**src/rtl/slr_pkg.sv**
```systemverilog
package slr_pkg;

  // timing base
  localparam int CLK_HZ         = 50_000_000;
  localparam int OSC_HZ         = 128_000;
  localparam int TICK128_CYC    = CLK_HZ / OSC_HZ;
  localparam int WAKE_OSC_TICKS = 4;
  localparam int SYNC_TICKS     = 2;
  localparam int STABLE_TICKS   = 5;

  // register indices, byte address is four times the index
  localparam logic [7:0] IDX_SLEEP_MODE_CONTROL = 8'h33;
  localparam logic [7:0] IDX_POWER_REDUCTION_0  = 8'h34;
  localparam logic [7:0] IDX_CAL_CONTROL        = 8'h35;
  localparam logic [7:0] IDX_CAL_DATA_LOW       = 8'h36;
  localparam logic [7:0] IDX_CAL_DATA_HIGH      = 8'h37;
  localparam logic [7:0] IDX_PM_STATUS          = 8'h38;

  // sleep_mode_control fields
  localparam int SE_BIT   = 0;
  localparam int MODE_LSB = 1;
  localparam int MODE_MSB = 3;

  // retention_cal_control fields
  localparam int CAL_EN_BIT     = 0;
  localparam int CAL_TCO_BIT    = 1;
  localparam int CAL_SHORT_BIT  = 2;
  localparam int CAL_ACTIVE_BIT = 3;
  localparam int CAL_DONE_BIT   = 4;

  // power_reduction_0 fields
  localparam int GATE_TWO_WIRE_BIT  = 7;
  localparam int GATE_TIMER_2_BIT   = 6;
  localparam int GATE_TIMER_0_BIT   = 5;
  localparam int GAIN_AMP_LOW_BIT   = 4;
  localparam int GATE_TIMER_1_BIT   = 3;
  localparam int GATE_SPI_BIT       = 2;
  localparam int GATE_SERIAL_0_BIT  = 1;

  // reset values
  localparam logic [7:0] SLEEP_CTRL_RST = 8'h00;
  localparam logic [7:0] PWR_RED_RST    = 8'h00;
  localparam logic [2:0] CAL_CTRL_RST   = 3'h1;
  localparam logic [7:0] CAL_DATA_RST   = 8'h00;

  typedef enum logic [2:0] {
    MODE_IDLE      = 3'h0,
    MODE_ADC_NR    = 3'h1,
    MODE_PWR_DOWN  = 3'h2,
    MODE_PWR_SAVE  = 3'h3,
    MODE_RES_4     = 3'h4,
    MODE_RES_5     = 3'h5,
    MODE_STANDBY   = 3'h6,
    MODE_EXT_STBY  = 3'h7
  } sleep_mode_t;

  typedef enum logic [2:0] {
    ST_AWAKE  = 3'b000,
    ST_LIGHT  = 3'b001,
    ST_HOLD   = 3'b010,
    ST_DEEP   = 3'b011,
    ST_WAKEUP = 3'b100
  } pm_state_t;

endpackage

```
**src/rtl/sleep_and_leakage_regulator_ctrl.sv**
```systemverilog
`timescale 1ns/1ps
`default_nettype none

// Function
// - every wake-up from deep sleep with the enable bit set starts a fresh calibration cycle
// - deep sleep keeps power chain on until first calibration cycle completes or written data commits
// - calibration starts 4 oscillator ticks after deep wake; earlier sleep keeps old data
// - after enable clears, control and data registers settle within five slow ticks
// - calibration starts after power-up when enable bit is set, its reset value
// - done bit sets when a calibration cycle completes
// - calibration runs continuously until deep sleep or enable clears
// - stopped regulator level comes from data registers plus coefficient and short bits
// - data writes, and control writes other than the enable bit, are taken only while enable is zero
// - a larger calibration code means a lower sleep output voltage
// - written data reaches regulator logic after at least two slow ticks
// - high byte goes first; a high write not followed by low is dropped
// - bit 0 enables calibration; bit 3 shows active or sync pending
// - sleep mode field decodes idle, noise, down, save, standby, extended standby
// - sleep instruction sleeps only with sleep enable set
// - bits 7, 2, 1 stop two-wire, serial peripheral and serial port clocks
// - bits 6, 5, 3 halt timers 2, 0, 1; clearing resumes them unchanged
// - bit 4 lowers amplifier bias without powering it off
module sleep_and_leakage_regulator_ctrl #(
  parameter int CAL_STEPS = 16
) (
  input  wire logic        CLOCK_I,
  input  wire logic        RST_N_I,
  input  wire logic        HSEL_I,
  input  wire logic [11:0] HADDR_I,
  input  wire logic [1:0]  HTRANS_I,
  input  wire logic        HWRITE_I,
  input  wire logic [2:0]  HSIZE_I,
  input  wire logic [31:0] HWDATA_I,
  input  wire logic        HREADY_I,
  output logic      [31:0] HRDATA_O,
  output logic             HREADYOUT_O,
  output logic             HRESP_O,
  input  wire logic        SLEEP_INSTR_I,
  input  wire logic        WAKE_I,
  input  wire logic        CAL_COMPARE_I,
  output logic             POWER_CHAIN_EN_O,
  output logic             SLEEP_ACTIVE_O,
  output logic             DEEP_SLEEP_O,
  output logic      [2:0]  SLEEP_MODE_O,
  output logic      [15:0] REG_TRIM_O,
  output logic             TEMP_COEFF_O,
  output logic             REG_SHORT_O,
  output logic             GATE_TWO_WIRE_O,
  output logic             GATE_TIMER_2_O,
  output logic             GATE_TIMER_0_O,
  output logic             GAIN_AMP_LOW_CURRENT_O,
  output logic             GATE_TIMER_1_O,
  output logic             GATE_SERIAL_PERIPHERAL_O,
  output logic             GATE_SERIAL_PORT_0_O
);

  localparam int STEP_W = $clog2(CAL_STEPS + 1);

  if (CAL_STEPS < 2 || CAL_STEPS > 4096) begin : g_bad_steps
    $error("CAL_STEPS out of range");
  end

  function automatic logic hit(input logic [11:0] addr, input logic [7:0] idx);
    hit = (addr[9:2] == idx) && (addr[11:10] == 2'h0);
  endfunction

  function automatic logic is_deep(input logic [2:0] mode);
    is_deep = (mode == slr_pkg::MODE_PWR_DOWN) || (mode == slr_pkg::MODE_PWR_SAVE);
  endfunction

  // slow tick generation from the system clock
  logic [8:0] div_reg;
  logic       half_reg;
  logic       tick128;
  logic       tick64;

  assign tick128 = (div_reg == 9'(slr_pkg::TICK128_CYC - 1));
  assign tick64  = tick128 && half_reg;

  always_ff @(posedge CLOCK_I or negedge RST_N_I) begin
    if (!RST_N_I) begin
      div_reg  <= 9'h000;
      half_reg <= 1'b0;
    end else if (tick128) begin
      div_reg  <= 9'h000;
      half_reg <= ~half_reg;
    end else begin
      div_reg <= div_reg + 9'h001;
    end
  end

  // pin synchronisers
  logic wake_s1_reg, wake_s2_reg, cmp_s1_reg, cmp_s2_reg;

  always_ff @(posedge CLOCK_I or negedge RST_N_I) begin
    if (!RST_N_I) begin
      wake_s1_reg <= 1'b0;
      wake_s2_reg <= 1'b0;
      cmp_s1_reg  <= 1'b0;
      cmp_s2_reg  <= 1'b0;
    end else begin
      wake_s1_reg <= WAKE_I;
      wake_s2_reg <= wake_s1_reg;
      cmp_s1_reg  <= CAL_COMPARE_I;
      cmp_s2_reg  <= cmp_s1_reg;
    end
  end

  // bus slave: zero wait states, always okay
  logic       dp_wr_reg;
  logic [7:0] dp_idx_reg;
  logic       addr_ok;
  logic [7:0] wdat;

  assign addr_ok     = HSEL_I && HTRANS_I[1] && HREADY_I;
  assign HREADYOUT_O = 1'b1;
  assign HRESP_O     = 1'b0;
  assign wdat        = HWDATA_I[7:0];

  always_ff @(posedge CLOCK_I or negedge RST_N_I) begin
    if (!RST_N_I) begin
      dp_wr_reg  <= 1'b0;
      dp_idx_reg <= 8'h00;
    end else begin
      dp_wr_reg  <= addr_ok && HWRITE_I && (HSIZE_I == 3'h2);
      dp_idx_reg <= HADDR_I[9:2];
    end
  end

  logic wr_sleep_mode_control, wr_prr, wr_ctrl, wr_low, wr_high;
  assign wr_sleep_mode_control = dp_wr_reg && (dp_idx_reg == slr_pkg::IDX_SLEEP_MODE_CONTROL);
  assign wr_prr  = dp_wr_reg && (dp_idx_reg == slr_pkg::IDX_POWER_REDUCTION_0);
  assign wr_ctrl = dp_wr_reg && (dp_idx_reg == slr_pkg::IDX_CAL_CONTROL);
  assign wr_low  = dp_wr_reg && (dp_idx_reg == slr_pkg::IDX_CAL_DATA_LOW);
  assign wr_high = dp_wr_reg && (dp_idx_reg == slr_pkg::IDX_CAL_DATA_HIGH);

  // sleep control and power reduction
  logic [7:0] sleep_mode_control_reg, prr_reg;

  always_ff @(posedge CLOCK_I or negedge RST_N_I) begin
    if (!RST_N_I) begin
      sleep_mode_control_reg <= slr_pkg::SLEEP_CTRL_RST;
    end else if (wr_sleep_mode_control) begin
      sleep_mode_control_reg <= {4'h0, wdat[slr_pkg::MODE_MSB:0]};
    end
  end

  always_ff @(posedge CLOCK_I or negedge RST_N_I) begin
    if (!RST_N_I) begin
      prr_reg <= slr_pkg::PWR_RED_RST;
    end else if (wr_prr) begin
      prr_reg <= {wdat[7:1], 1'b0};
    end
  end

  // clock stop and halt levels; halted timers keep their state
  assign GATE_TWO_WIRE_O          = prr_reg[slr_pkg::GATE_TWO_WIRE_BIT];
  assign GATE_SERIAL_PERIPHERAL_O = prr_reg[slr_pkg::GATE_SPI_BIT];
  assign GATE_SERIAL_PORT_0_O     = prr_reg[slr_pkg::GATE_SERIAL_0_BIT];
  assign GATE_TIMER_2_O           = prr_reg[slr_pkg::GATE_TIMER_2_BIT];
  assign GATE_TIMER_0_O           = prr_reg[slr_pkg::GATE_TIMER_0_BIT];
  assign GATE_TIMER_1_O           = prr_reg[slr_pkg::GATE_TIMER_1_BIT];
  assign GAIN_AMP_LOW_CURRENT_O   = prr_reg[slr_pkg::GAIN_AMP_LOW_BIT];

  // calibration control, bus-side shadows
  logic [2:0] sh_ctrl_reg;
  logic [7:0] sh_low_reg, sh_high_reg;
  logic       hi_armed_reg, low_pend_reg, ctrl_pend_reg;
  logic [1:0] sync_cnt_reg;
  logic       pending, commit, sh_en;

  assign sh_en   = sh_ctrl_reg[slr_pkg::CAL_EN_BIT];
  assign pending = ctrl_pend_reg || low_pend_reg;
  assign commit  = pending && tick64 && (sync_cnt_reg == 2'(slr_pkg::SYNC_TICKS - 1));

  always_ff @(posedge CLOCK_I or negedge RST_N_I) begin
    if (!RST_N_I) begin
      sh_ctrl_reg <= slr_pkg::CAL_CTRL_RST;
    end else if (wr_ctrl) begin
      // while enabled only the enable bit itself may change
      if (!sh_en) begin
        sh_ctrl_reg <= wdat[2:0];
      end else begin
        sh_ctrl_reg[slr_pkg::CAL_EN_BIT] <= wdat[slr_pkg::CAL_EN_BIT];
      end
    end
  end

  always_ff @(posedge CLOCK_I or negedge RST_N_I) begin
    if (!RST_N_I) begin
      sh_low_reg   <= slr_pkg::CAL_DATA_RST;
      sh_high_reg  <= slr_pkg::CAL_DATA_RST;
      hi_armed_reg <= 1'b0;
    end else if (wr_high && !sh_en) begin
      sh_high_reg  <= wdat;
      hi_armed_reg <= 1'b1;
    end else if (wr_low && !sh_en) begin
      sh_low_reg <= wdat;
    end else if (dp_wr_reg || commit) begin
      // any other write between high and low drops the high byte
      hi_armed_reg <= hi_armed_reg && commit && low_pend_reg ? 1'b0 :
                      (dp_wr_reg ? 1'b0 : hi_armed_reg);
    end
  end

  logic hi_take_reg;

  always_ff @(posedge CLOCK_I or negedge RST_N_I) begin
    if (!RST_N_I) begin
      low_pend_reg  <= 1'b0;
      hi_take_reg   <= 1'b0;
      ctrl_pend_reg <= 1'b0;
      sync_cnt_reg  <= 2'h0;
    end else if ((wr_low && !sh_en) || wr_ctrl) begin
      // a new low-byte or control write restarts the crossing
      low_pend_reg  <= low_pend_reg || (wr_low && !sh_en);
      hi_take_reg   <= hi_take_reg || (wr_low && hi_armed_reg);
      ctrl_pend_reg <= ctrl_pend_reg || wr_ctrl;
      sync_cnt_reg  <= 2'h0;
    end else if (commit) begin
      low_pend_reg  <= 1'b0;
      hi_take_reg   <= 1'b0;
      ctrl_pend_reg <= 1'b0;
      sync_cnt_reg  <= 2'h0;
    end else if (pending && tick64) begin
      sync_cnt_reg <= sync_cnt_reg + 2'h1;
    end
  end

  // power state machine
  slr_pkg::pm_state_t state_reg, state_next;
  logic [2:0] wake_cnt_reg;
  logic       cal_valid_reg;
  logic       sleep_req;
  logic       wake_done;

  assign sleep_req = SLEEP_INSTR_I && sleep_mode_control_reg[slr_pkg::SE_BIT];
  assign wake_done = tick128 && (wake_cnt_reg == 3'(slr_pkg::WAKE_OSC_TICKS - 1));

  always_comb begin
    state_next = state_reg;
    unique case (state_reg)
      slr_pkg::ST_AWAKE: begin
        if (sleep_req) begin
          // reserved codes 4 and 5 leave the core running
          if (is_deep(sleep_mode_control_reg[slr_pkg::MODE_MSB:slr_pkg::MODE_LSB])) begin
            state_next = cal_valid_reg ? slr_pkg::ST_DEEP : slr_pkg::ST_HOLD;
          end else if (sleep_mode_control_reg[slr_pkg::MODE_MSB:slr_pkg::MODE_LSB] != slr_pkg::MODE_RES_4 &&
                       sleep_mode_control_reg[slr_pkg::MODE_MSB:slr_pkg::MODE_LSB] != slr_pkg::MODE_RES_5) begin
            state_next = slr_pkg::ST_LIGHT;
          end
        end
      end
      slr_pkg::ST_LIGHT: begin
        if (wake_s2_reg) begin
          state_next = slr_pkg::ST_AWAKE;
        end
      end
      slr_pkg::ST_HOLD: begin
        if (wake_s2_reg) begin
          state_next = slr_pkg::ST_AWAKE;
        end else if (cal_valid_reg) begin
          state_next = slr_pkg::ST_DEEP;
        end
      end
      slr_pkg::ST_DEEP: begin
        if (wake_s2_reg) begin
          state_next = slr_pkg::ST_WAKEUP;
        end
      end
      slr_pkg::ST_WAKEUP: begin
        if (sleep_req) begin
          state_next = slr_pkg::ST_DEEP;
        end else if (wake_done) begin
          state_next = slr_pkg::ST_AWAKE;
        end
      end
      default: state_next = slr_pkg::ST_AWAKE;
    endcase
  end

  always_ff @(posedge CLOCK_I or negedge RST_N_I) begin
    if (!RST_N_I) begin
      state_reg <= slr_pkg::ST_AWAKE;
    end else begin
      state_reg <= state_next;
    end
  end

  always_ff @(posedge CLOCK_I or negedge RST_N_I) begin
    if (!RST_N_I) begin
      wake_cnt_reg <= 3'h0;
    end else if (state_reg != slr_pkg::ST_WAKEUP) begin
      wake_cnt_reg <= 3'h0;
    end else if (tick128) begin
      wake_cnt_reg <= wake_cnt_reg + 3'h1;
    end
  end

  // regulator-side calibration engine, stepping on slow ticks
  logic [2:0]        eff_ctrl_reg;
  logic [7:0]        eff_low_reg, eff_high_reg;
  logic              cal_run_reg, cal_done_reg;
  logic [STEP_W-1:0] step_reg;
  logic              wake_start, cal_end;
  logic [15:0]       code;

  assign wake_start = (state_reg == slr_pkg::ST_WAKEUP) && (state_next == slr_pkg::ST_AWAKE);
  assign cal_end    = cal_run_reg && tick64 && (step_reg == STEP_W'(CAL_STEPS - 1));
  assign code       = {eff_high_reg, eff_low_reg};

  always_ff @(posedge CLOCK_I or negedge RST_N_I) begin
    if (!RST_N_I) begin
      eff_ctrl_reg <= slr_pkg::CAL_CTRL_RST;
    end else if (commit && ctrl_pend_reg) begin
      eff_ctrl_reg <= sh_ctrl_reg;
    end
  end

  always_ff @(posedge CLOCK_I or negedge RST_N_I) begin
    if (!RST_N_I) begin
      cal_run_reg <= 1'b1;
      step_reg    <= '0;
    end else if ((commit && ctrl_pend_reg && !sh_ctrl_reg[slr_pkg::CAL_EN_BIT])
                 || state_reg == slr_pkg::ST_DEEP) begin
      cal_run_reg <= 1'b0;
      step_reg    <= '0;
    end else if (wake_start || (commit && ctrl_pend_reg && sh_ctrl_reg[slr_pkg::CAL_EN_BIT])) begin
      cal_run_reg <= eff_ctrl_reg[slr_pkg::CAL_EN_BIT] || sh_ctrl_reg[slr_pkg::CAL_EN_BIT];
      step_reg    <= '0;
    end else if (cal_run_reg && tick64) begin
      step_reg <= cal_end ? '0 : step_reg + STEP_W'(1);
    end
  end

  always_ff @(posedge CLOCK_I or negedge RST_N_I) begin
    if (!RST_N_I) begin
      cal_done_reg  <= 1'b0;
      cal_valid_reg <= 1'b0;
    end else if (cal_end) begin
      cal_done_reg  <= 1'b1;
      cal_valid_reg <= 1'b1;
    end else if (wake_start && eff_ctrl_reg[slr_pkg::CAL_EN_BIT]) begin
      cal_done_reg <= 1'b0;
    end else if (commit && low_pend_reg) begin
      cal_valid_reg <= 1'b1;
    end
  end

  always_ff @(posedge CLOCK_I or negedge RST_N_I) begin
    if (!RST_N_I) begin
      eff_low_reg  <= slr_pkg::CAL_DATA_RST;
      eff_high_reg <= slr_pkg::CAL_DATA_RST;
    end else if (commit && low_pend_reg) begin
      eff_low_reg <= sh_low_reg;
      if (hi_take_reg) begin
        eff_high_reg <= sh_high_reg;
      end
    end else if (cal_run_reg && tick64) begin
      // compare high means output above target: raise code to lower it
      if (cmp_s2_reg && code != 16'hffff) begin
        {eff_high_reg, eff_low_reg} <= code + 16'h0001;
      end else if (!cmp_s2_reg && code != 16'h0000) begin
        {eff_high_reg, eff_low_reg} <= code - 16'h0001;
      end
    end
  end

  assign REG_TRIM_O   = code;
  assign TEMP_COEFF_O = eff_ctrl_reg[slr_pkg::CAL_TCO_BIT];
  assign REG_SHORT_O  = eff_ctrl_reg[slr_pkg::CAL_SHORT_BIT];

  assign POWER_CHAIN_EN_O = (state_reg != slr_pkg::ST_DEEP);
  assign SLEEP_ACTIVE_O   = (state_reg != slr_pkg::ST_AWAKE);
  assign DEEP_SLEEP_O     = (state_reg == slr_pkg::ST_DEEP);
  assign SLEEP_MODE_O     = sleep_mode_control_reg[slr_pkg::MODE_MSB:slr_pkg::MODE_LSB];

  // read data registered in the address phase
  logic [7:0] ctrl_rd;
  logic [7:0] rd_val;

  always_comb begin
    ctrl_rd = {3'h0, cal_done_reg, cal_run_reg || pending, sh_ctrl_reg};
    rd_val  = 8'h00;
    if (hit(HADDR_I, slr_pkg::IDX_SLEEP_MODE_CONTROL)) rd_val = sleep_mode_control_reg;
    if (hit(HADDR_I, slr_pkg::IDX_POWER_REDUCTION_0))  rd_val = prr_reg;
    if (hit(HADDR_I, slr_pkg::IDX_CAL_CONTROL))        rd_val = ctrl_rd;
    if (hit(HADDR_I, slr_pkg::IDX_CAL_DATA_LOW))       rd_val = eff_low_reg;
    if (hit(HADDR_I, slr_pkg::IDX_CAL_DATA_HIGH))      rd_val = eff_high_reg;
    if (hit(HADDR_I, slr_pkg::IDX_PM_STATUS))          rd_val = {4'h0, cal_valid_reg, state_reg};
  end

  always_ff @(posedge CLOCK_I or negedge RST_N_I) begin
    if (!RST_N_I) begin
      HRDATA_O <= 32'h0000_0000;
    end else if (addr_ok && !HWRITE_I) begin
      HRDATA_O <= {24'h00_0000, rd_val};
    end
  end

  hold_chain_a: assert property (@(posedge CLOCK_I) disable iff (!RST_N_I)
    !cal_valid_reg |-> POWER_CHAIN_EN_O)
    else $error("power chain dropped before first calibration");

  sleep_gate_a: assert property (@(posedge CLOCK_I) disable iff (!RST_N_I)
    (state_reg == slr_pkg::ST_AWAKE && SLEEP_INSTR_I && !sleep_mode_control_reg[slr_pkg::SE_BIT])
    |=> state_reg == slr_pkg::ST_AWAKE)
    else $error("slept without sleep enable");

  wake_wait_a: assert property (@(posedge CLOCK_I) disable iff (!RST_N_I)
    (state_reg == slr_pkg::ST_WAKEUP) |-> !cal_run_reg)
    else $error("calibration ran during wake delay");

  done_clear_a: assert property (@(posedge CLOCK_I) disable iff (!RST_N_I)
    (wake_start && eff_ctrl_reg[slr_pkg::CAL_EN_BIT] && !cal_end) |=> !cal_done_reg && cal_run_reg)
    else $error("done not cleared at post-wake start");

  write_gate_a: assert property (@(posedge CLOCK_I) disable iff (!RST_N_I)
    (wr_low && sh_en) |=> $stable(sh_low_reg))
    else $error("data write taken while enabled");

  sync_delay_a: assert property (@(posedge CLOCK_I) disable iff (!RST_N_I)
    $rose(pending) |-> !commit [*2])
    else $error("crossing committed too early");

  deep_stop_a: assert property (@(posedge CLOCK_I) disable iff (!RST_N_I)
    (state_reg == slr_pkg::ST_DEEP) |=> !cal_run_reg)
    else $error("calibration running in deep sleep");

  done_set_a: assert property (@(posedge CLOCK_I) disable iff (!RST_N_I)
    cal_end |=> cal_done_reg && cal_valid_reg)
    else $error("done not set after cycle");

  hi_drop_a: assert property (@(posedge CLOCK_I) disable iff (!RST_N_I)
    (hi_armed_reg && dp_wr_reg && !wr_low && !wr_high) |=> !hi_armed_reg)
    else $error("stale high byte kept");

endmodule

`default_nettype wire

```
**config.mk**
```make
export PLATFORM = sky130hd
export DESIGN_NAME = sleep_and_leakage_regulator_ctrl
export DESIGN_NICKNAME = d
export VERILOG_FILES = /design/src/rtl/slr_pkg.sv /design/src/rtl/sleep_and_leakage_regulator_ctrl.sv
export SDC_FILE = /design/constraint.sdc
export NUM_CORES = 1
export LEC_CHECK = 0
export ABC_AREA = 1
export BUFFER_PORTS_ARGS = -buffer_cell sky130_fd_sc_hd__buf_4
export CORE_ASPECT_RATIO = 2
export CORE_UTILIZATION = 44
export CTS_BUF_LIST = sky130_fd_sc_hd__clkbuf_2
export DETAILED_ROUTE_END_ITERATION = 7
export GPL_TIMING_DRIVEN = 0
export PLACE_DENSITY = 0.68
export SYNTH_ARGS = -nofsm -noshare
export SYNTH_HDL_FRONTEND = slang
export SYNTH_SLANG_ARGS = --single-unit
```
**constraint.sdc**
```tcl
create_clock -name CLOCK_I -period 2.7 [get_ports CLOCK_I]
set_clock_uncertainty 0.1 [all_clocks]
set_input_delay 0.54 -clock CLOCK_I [delete_from_list [all_inputs] [get_ports CLOCK_I]]
set_output_delay 0.54 -clock CLOCK_I [all_outputs]
set_load 0.05 [all_outputs]
```
==> results.yml <==
setup_path:
  end_kind: "output port"
  path_delay_family: "flip-flops"
  cp.buffers_inverters: 3
  critPathRequiredTime_ns: 2.06
  arrival_ns: 1.76
  crit_type: "reg2out"
  worst-r2r-setup-slack_ns: 0.31
  cpMaxStageDelayCell: "dfrtp_1"
  worstSetupStartpointType: "register"
  critPathMaxStageDelay_ns: 0.49
  worstPathCellList: "nor2_1, inv_1, nor2_1, inv_1, buf_4"
  cp_max_fo: 3
die:
  start_util: 0.448
  rows: 60
  core_area_mm2: 0.0134
  die_w_um: 84.7
  die_area_mm2: 0.0142
  io_pins: 122
  die_y_um: 167
clock_network:
  cts_resized: 0
  cts_max_level: 3
  cts-root-buf: "clkbuf_2"
  clock_sinks: 100
  post-cts-setup-buffers: 0
  cts_buffer_depth: 2
  tritoncts: "yes"
  cts_made_buffers: 9
  clock_latency_ns: 0.61
  clkTransAtPathRegs_ns: 0.31
detailed_routing:
  drt_iter0_markers: 356
  via_count: 5544
  vias_per_cell: 5.05
  drc: 0
  ant_nets: 0
  drt_first_pass_iters: 7
  finalWirelength_mm: 16.2
  wire_per_inst_um: 14.7
yosys:
  ys.flop_type: "dfrtp_1"
  synth_seq_cells: 100
  syn-instance-count: 821
  avgSynthCellArea_um2: 7.34
  yosys.area.top_type_share: 0.403
  synth_edf_count: 0
  synth_cell_types: 44
  ys_warn_count: 0
  synth_top_area_cell: "dfrtp_1"
  yosys-top-cells-area: "dfrtp_1 (40%), nand2_1 (16%), nor2_1 (5.8%)"
  netlist_area_mm2: 0.00602
  synthArstFlopShare: 1.00
  synth-seq-area-share: 0.416
grt:
  grt_pass1_wl_mm: 25.9
  gr-total-overflow: 0
  grt_pass1_vias: 5321
  grt_usage: 0.239
  grt_max_degree: 101
  antenna_found_initial: 1
sta:
  clock.fmax_mhz: 416
  finalSetupTns_ns: 0
  finalSetupViolCount: 0
  rsz0062_at_grt: "false"
  timing.hold.ws_ns: 0.122
  post-route-period-util: 0.891
  fin_crit_ns: 2.40
  hold_viol: 0
  worstMarginPinSlew_ns: 0.909
  setup_ws_ns: 0.295
  maxSlewViolCount: 0
  slew_headroom: 0.394
pwr:
  power_mw: 2.60
  powerDensity_mw_per_mm2: 368
  peakVddDrop_mv: 0.250
  leakagePower_nw: 3.90
final_layout:
  largest_reg_flops: 9
  layout-drive-gt1-share: 0.185
  layout.nets: 1002
  layout_commonest_cell: "nand2_1"
  area_delta_synth_final_pct: 17.2
  n_fill_cell: 1331
  layout_common_cells: "nand2_1 (253), buf_4 (105), dfrtp_1 (97)"
flow_run:
  max_cap_viol_count: 0
placed_design:
  gp_congestion: 0.904
  port-buffer-count: 68
  dp_slack_ns: 0.305
  dpl.hpwl_mm: 12.6
worst_hold_path:
  hold_path.class: "in2reg"
outcome:
  status: "finished, final reports clean"
-- per-layer routing --
layer / up-vias / track usage / share of wire
met4: 0 / 0.158 / 0.064
met5: - / 0 / 0
met3: 50 / 0.0375 / 0.042
met2: 178 / 0.444 / 0.53
li1: 2756 / - / -
met1: 2560 / 0.240 / 0.36
-- final cells by class --
| cell class | instances | area, um^2 | share of cell area |
|---|---|---|---|
| Sequential cell | 100 | 2510 | 0.355 |
| Tap cell | 155 | 194 | 0.0275 |
| Multi-Input combinational cell | 597 | 2880 | 0.408 |
| Buffer | 48 | 349 | 0.0494 |
| Clock buffer | 9 | 45.0 | 0.00638 |
| Clock inverter | 7 | 56.3 | 0.00797 |
| Antenna cell | 1 | 2.50 | 0.000354 |
| Inverter | 100 | 385 | 0.0546 |
| Timing Repair Buffer | 81 | 644 | 0.0913 |
-- stage by stage --
stage,util,cell area (um^2),instances
after floorplan,-,6120,845
after detailed placement,0.508,6820,1068
final,0.525,7060,1098
after global routing,0.525,7060,1098
after CTS,0.524,7040,1096
after global placement,0.508,6820,1068
-- where the power goes --
| part | switching, mW | internal, mW | total [mW] |
|---|---|---|---|
| sequential | 0.0149 | 1.53 | 1.54 |
| clock | 0.565 | 0.140 | 0.705 |
| combinational | 0.240 | 0.113 | 0.354 |
-- cells by family (layout without fill, tap and decap cells) --
group,count (synthesis),count (layout),synth area share
buf+inv,148,245,0.122
xor+xnor,24,24,0.0349
other cells,2,27,0.00125
flops,100,100,0.416
simple gates,466,466,0.344
compound gates,73,73,0.0652
fa+ha+maj,8,8,0.0166
-- final timing paths --
check                                           start  cells after the start                          end
max                            state_reg[1]$_DFF_PN0_                      5               SLEEP_ACTIVE_O
min                                       HWDATA_I[4]                      3   sh_high_reg[4]$_DFFE_PN0P_
max reg2reg                eff_low_reg[0]$_DFFE_PN0P_                     13  eff_high_reg[5]$_DFFE_PN0P_
min reg2reg                      cmp_s1_reg$_DFF_PN0_                      0         cmp_s2_reg$_DFF_PN0_
max in group asynchronous                     RST_N_I                      2     low_pend_reg$_DFFE_PN0P_
min in group asynchronous                     RST_N_I                      2   eff_low_reg[1]$_DFFE_PN0P_
-- worst register-to-register path, cell delays in order (launching register included) --
cell,delay [ns]
dfrtp_1,0.60
ha_1,0.32
nand3_2,0.12
inv_1,0.09
nand2_2,0.10
nor2_1,0.05
nor2_1,0.25
buf_2,0.31
nand2_1,0.08
nand2_1,0.11
inv_1,0.05
nand2_1,0.05
nand3_1,0.08
nand2_1,0.06
-- repair_timing --
item                                    4_1_cts  5_1_grt
endpoints found under the setup margin        0        0
hold endpoints to repair                     11       97
hold buffers                                 12        1
-- cells in the mapped netlist (8+ instances only) --
cell,instances
nand3_1,56
nand2_2,11
o21ai_0,47
buf_4,38
nor3_1,11
nand2_1,253
xor2_1,19
a21oi_1,14
dfrtp_1,97
inv_1,91
ha_1,8
nor2_1,93
nand4_1,15
Power figures use the tool's default switching activity.
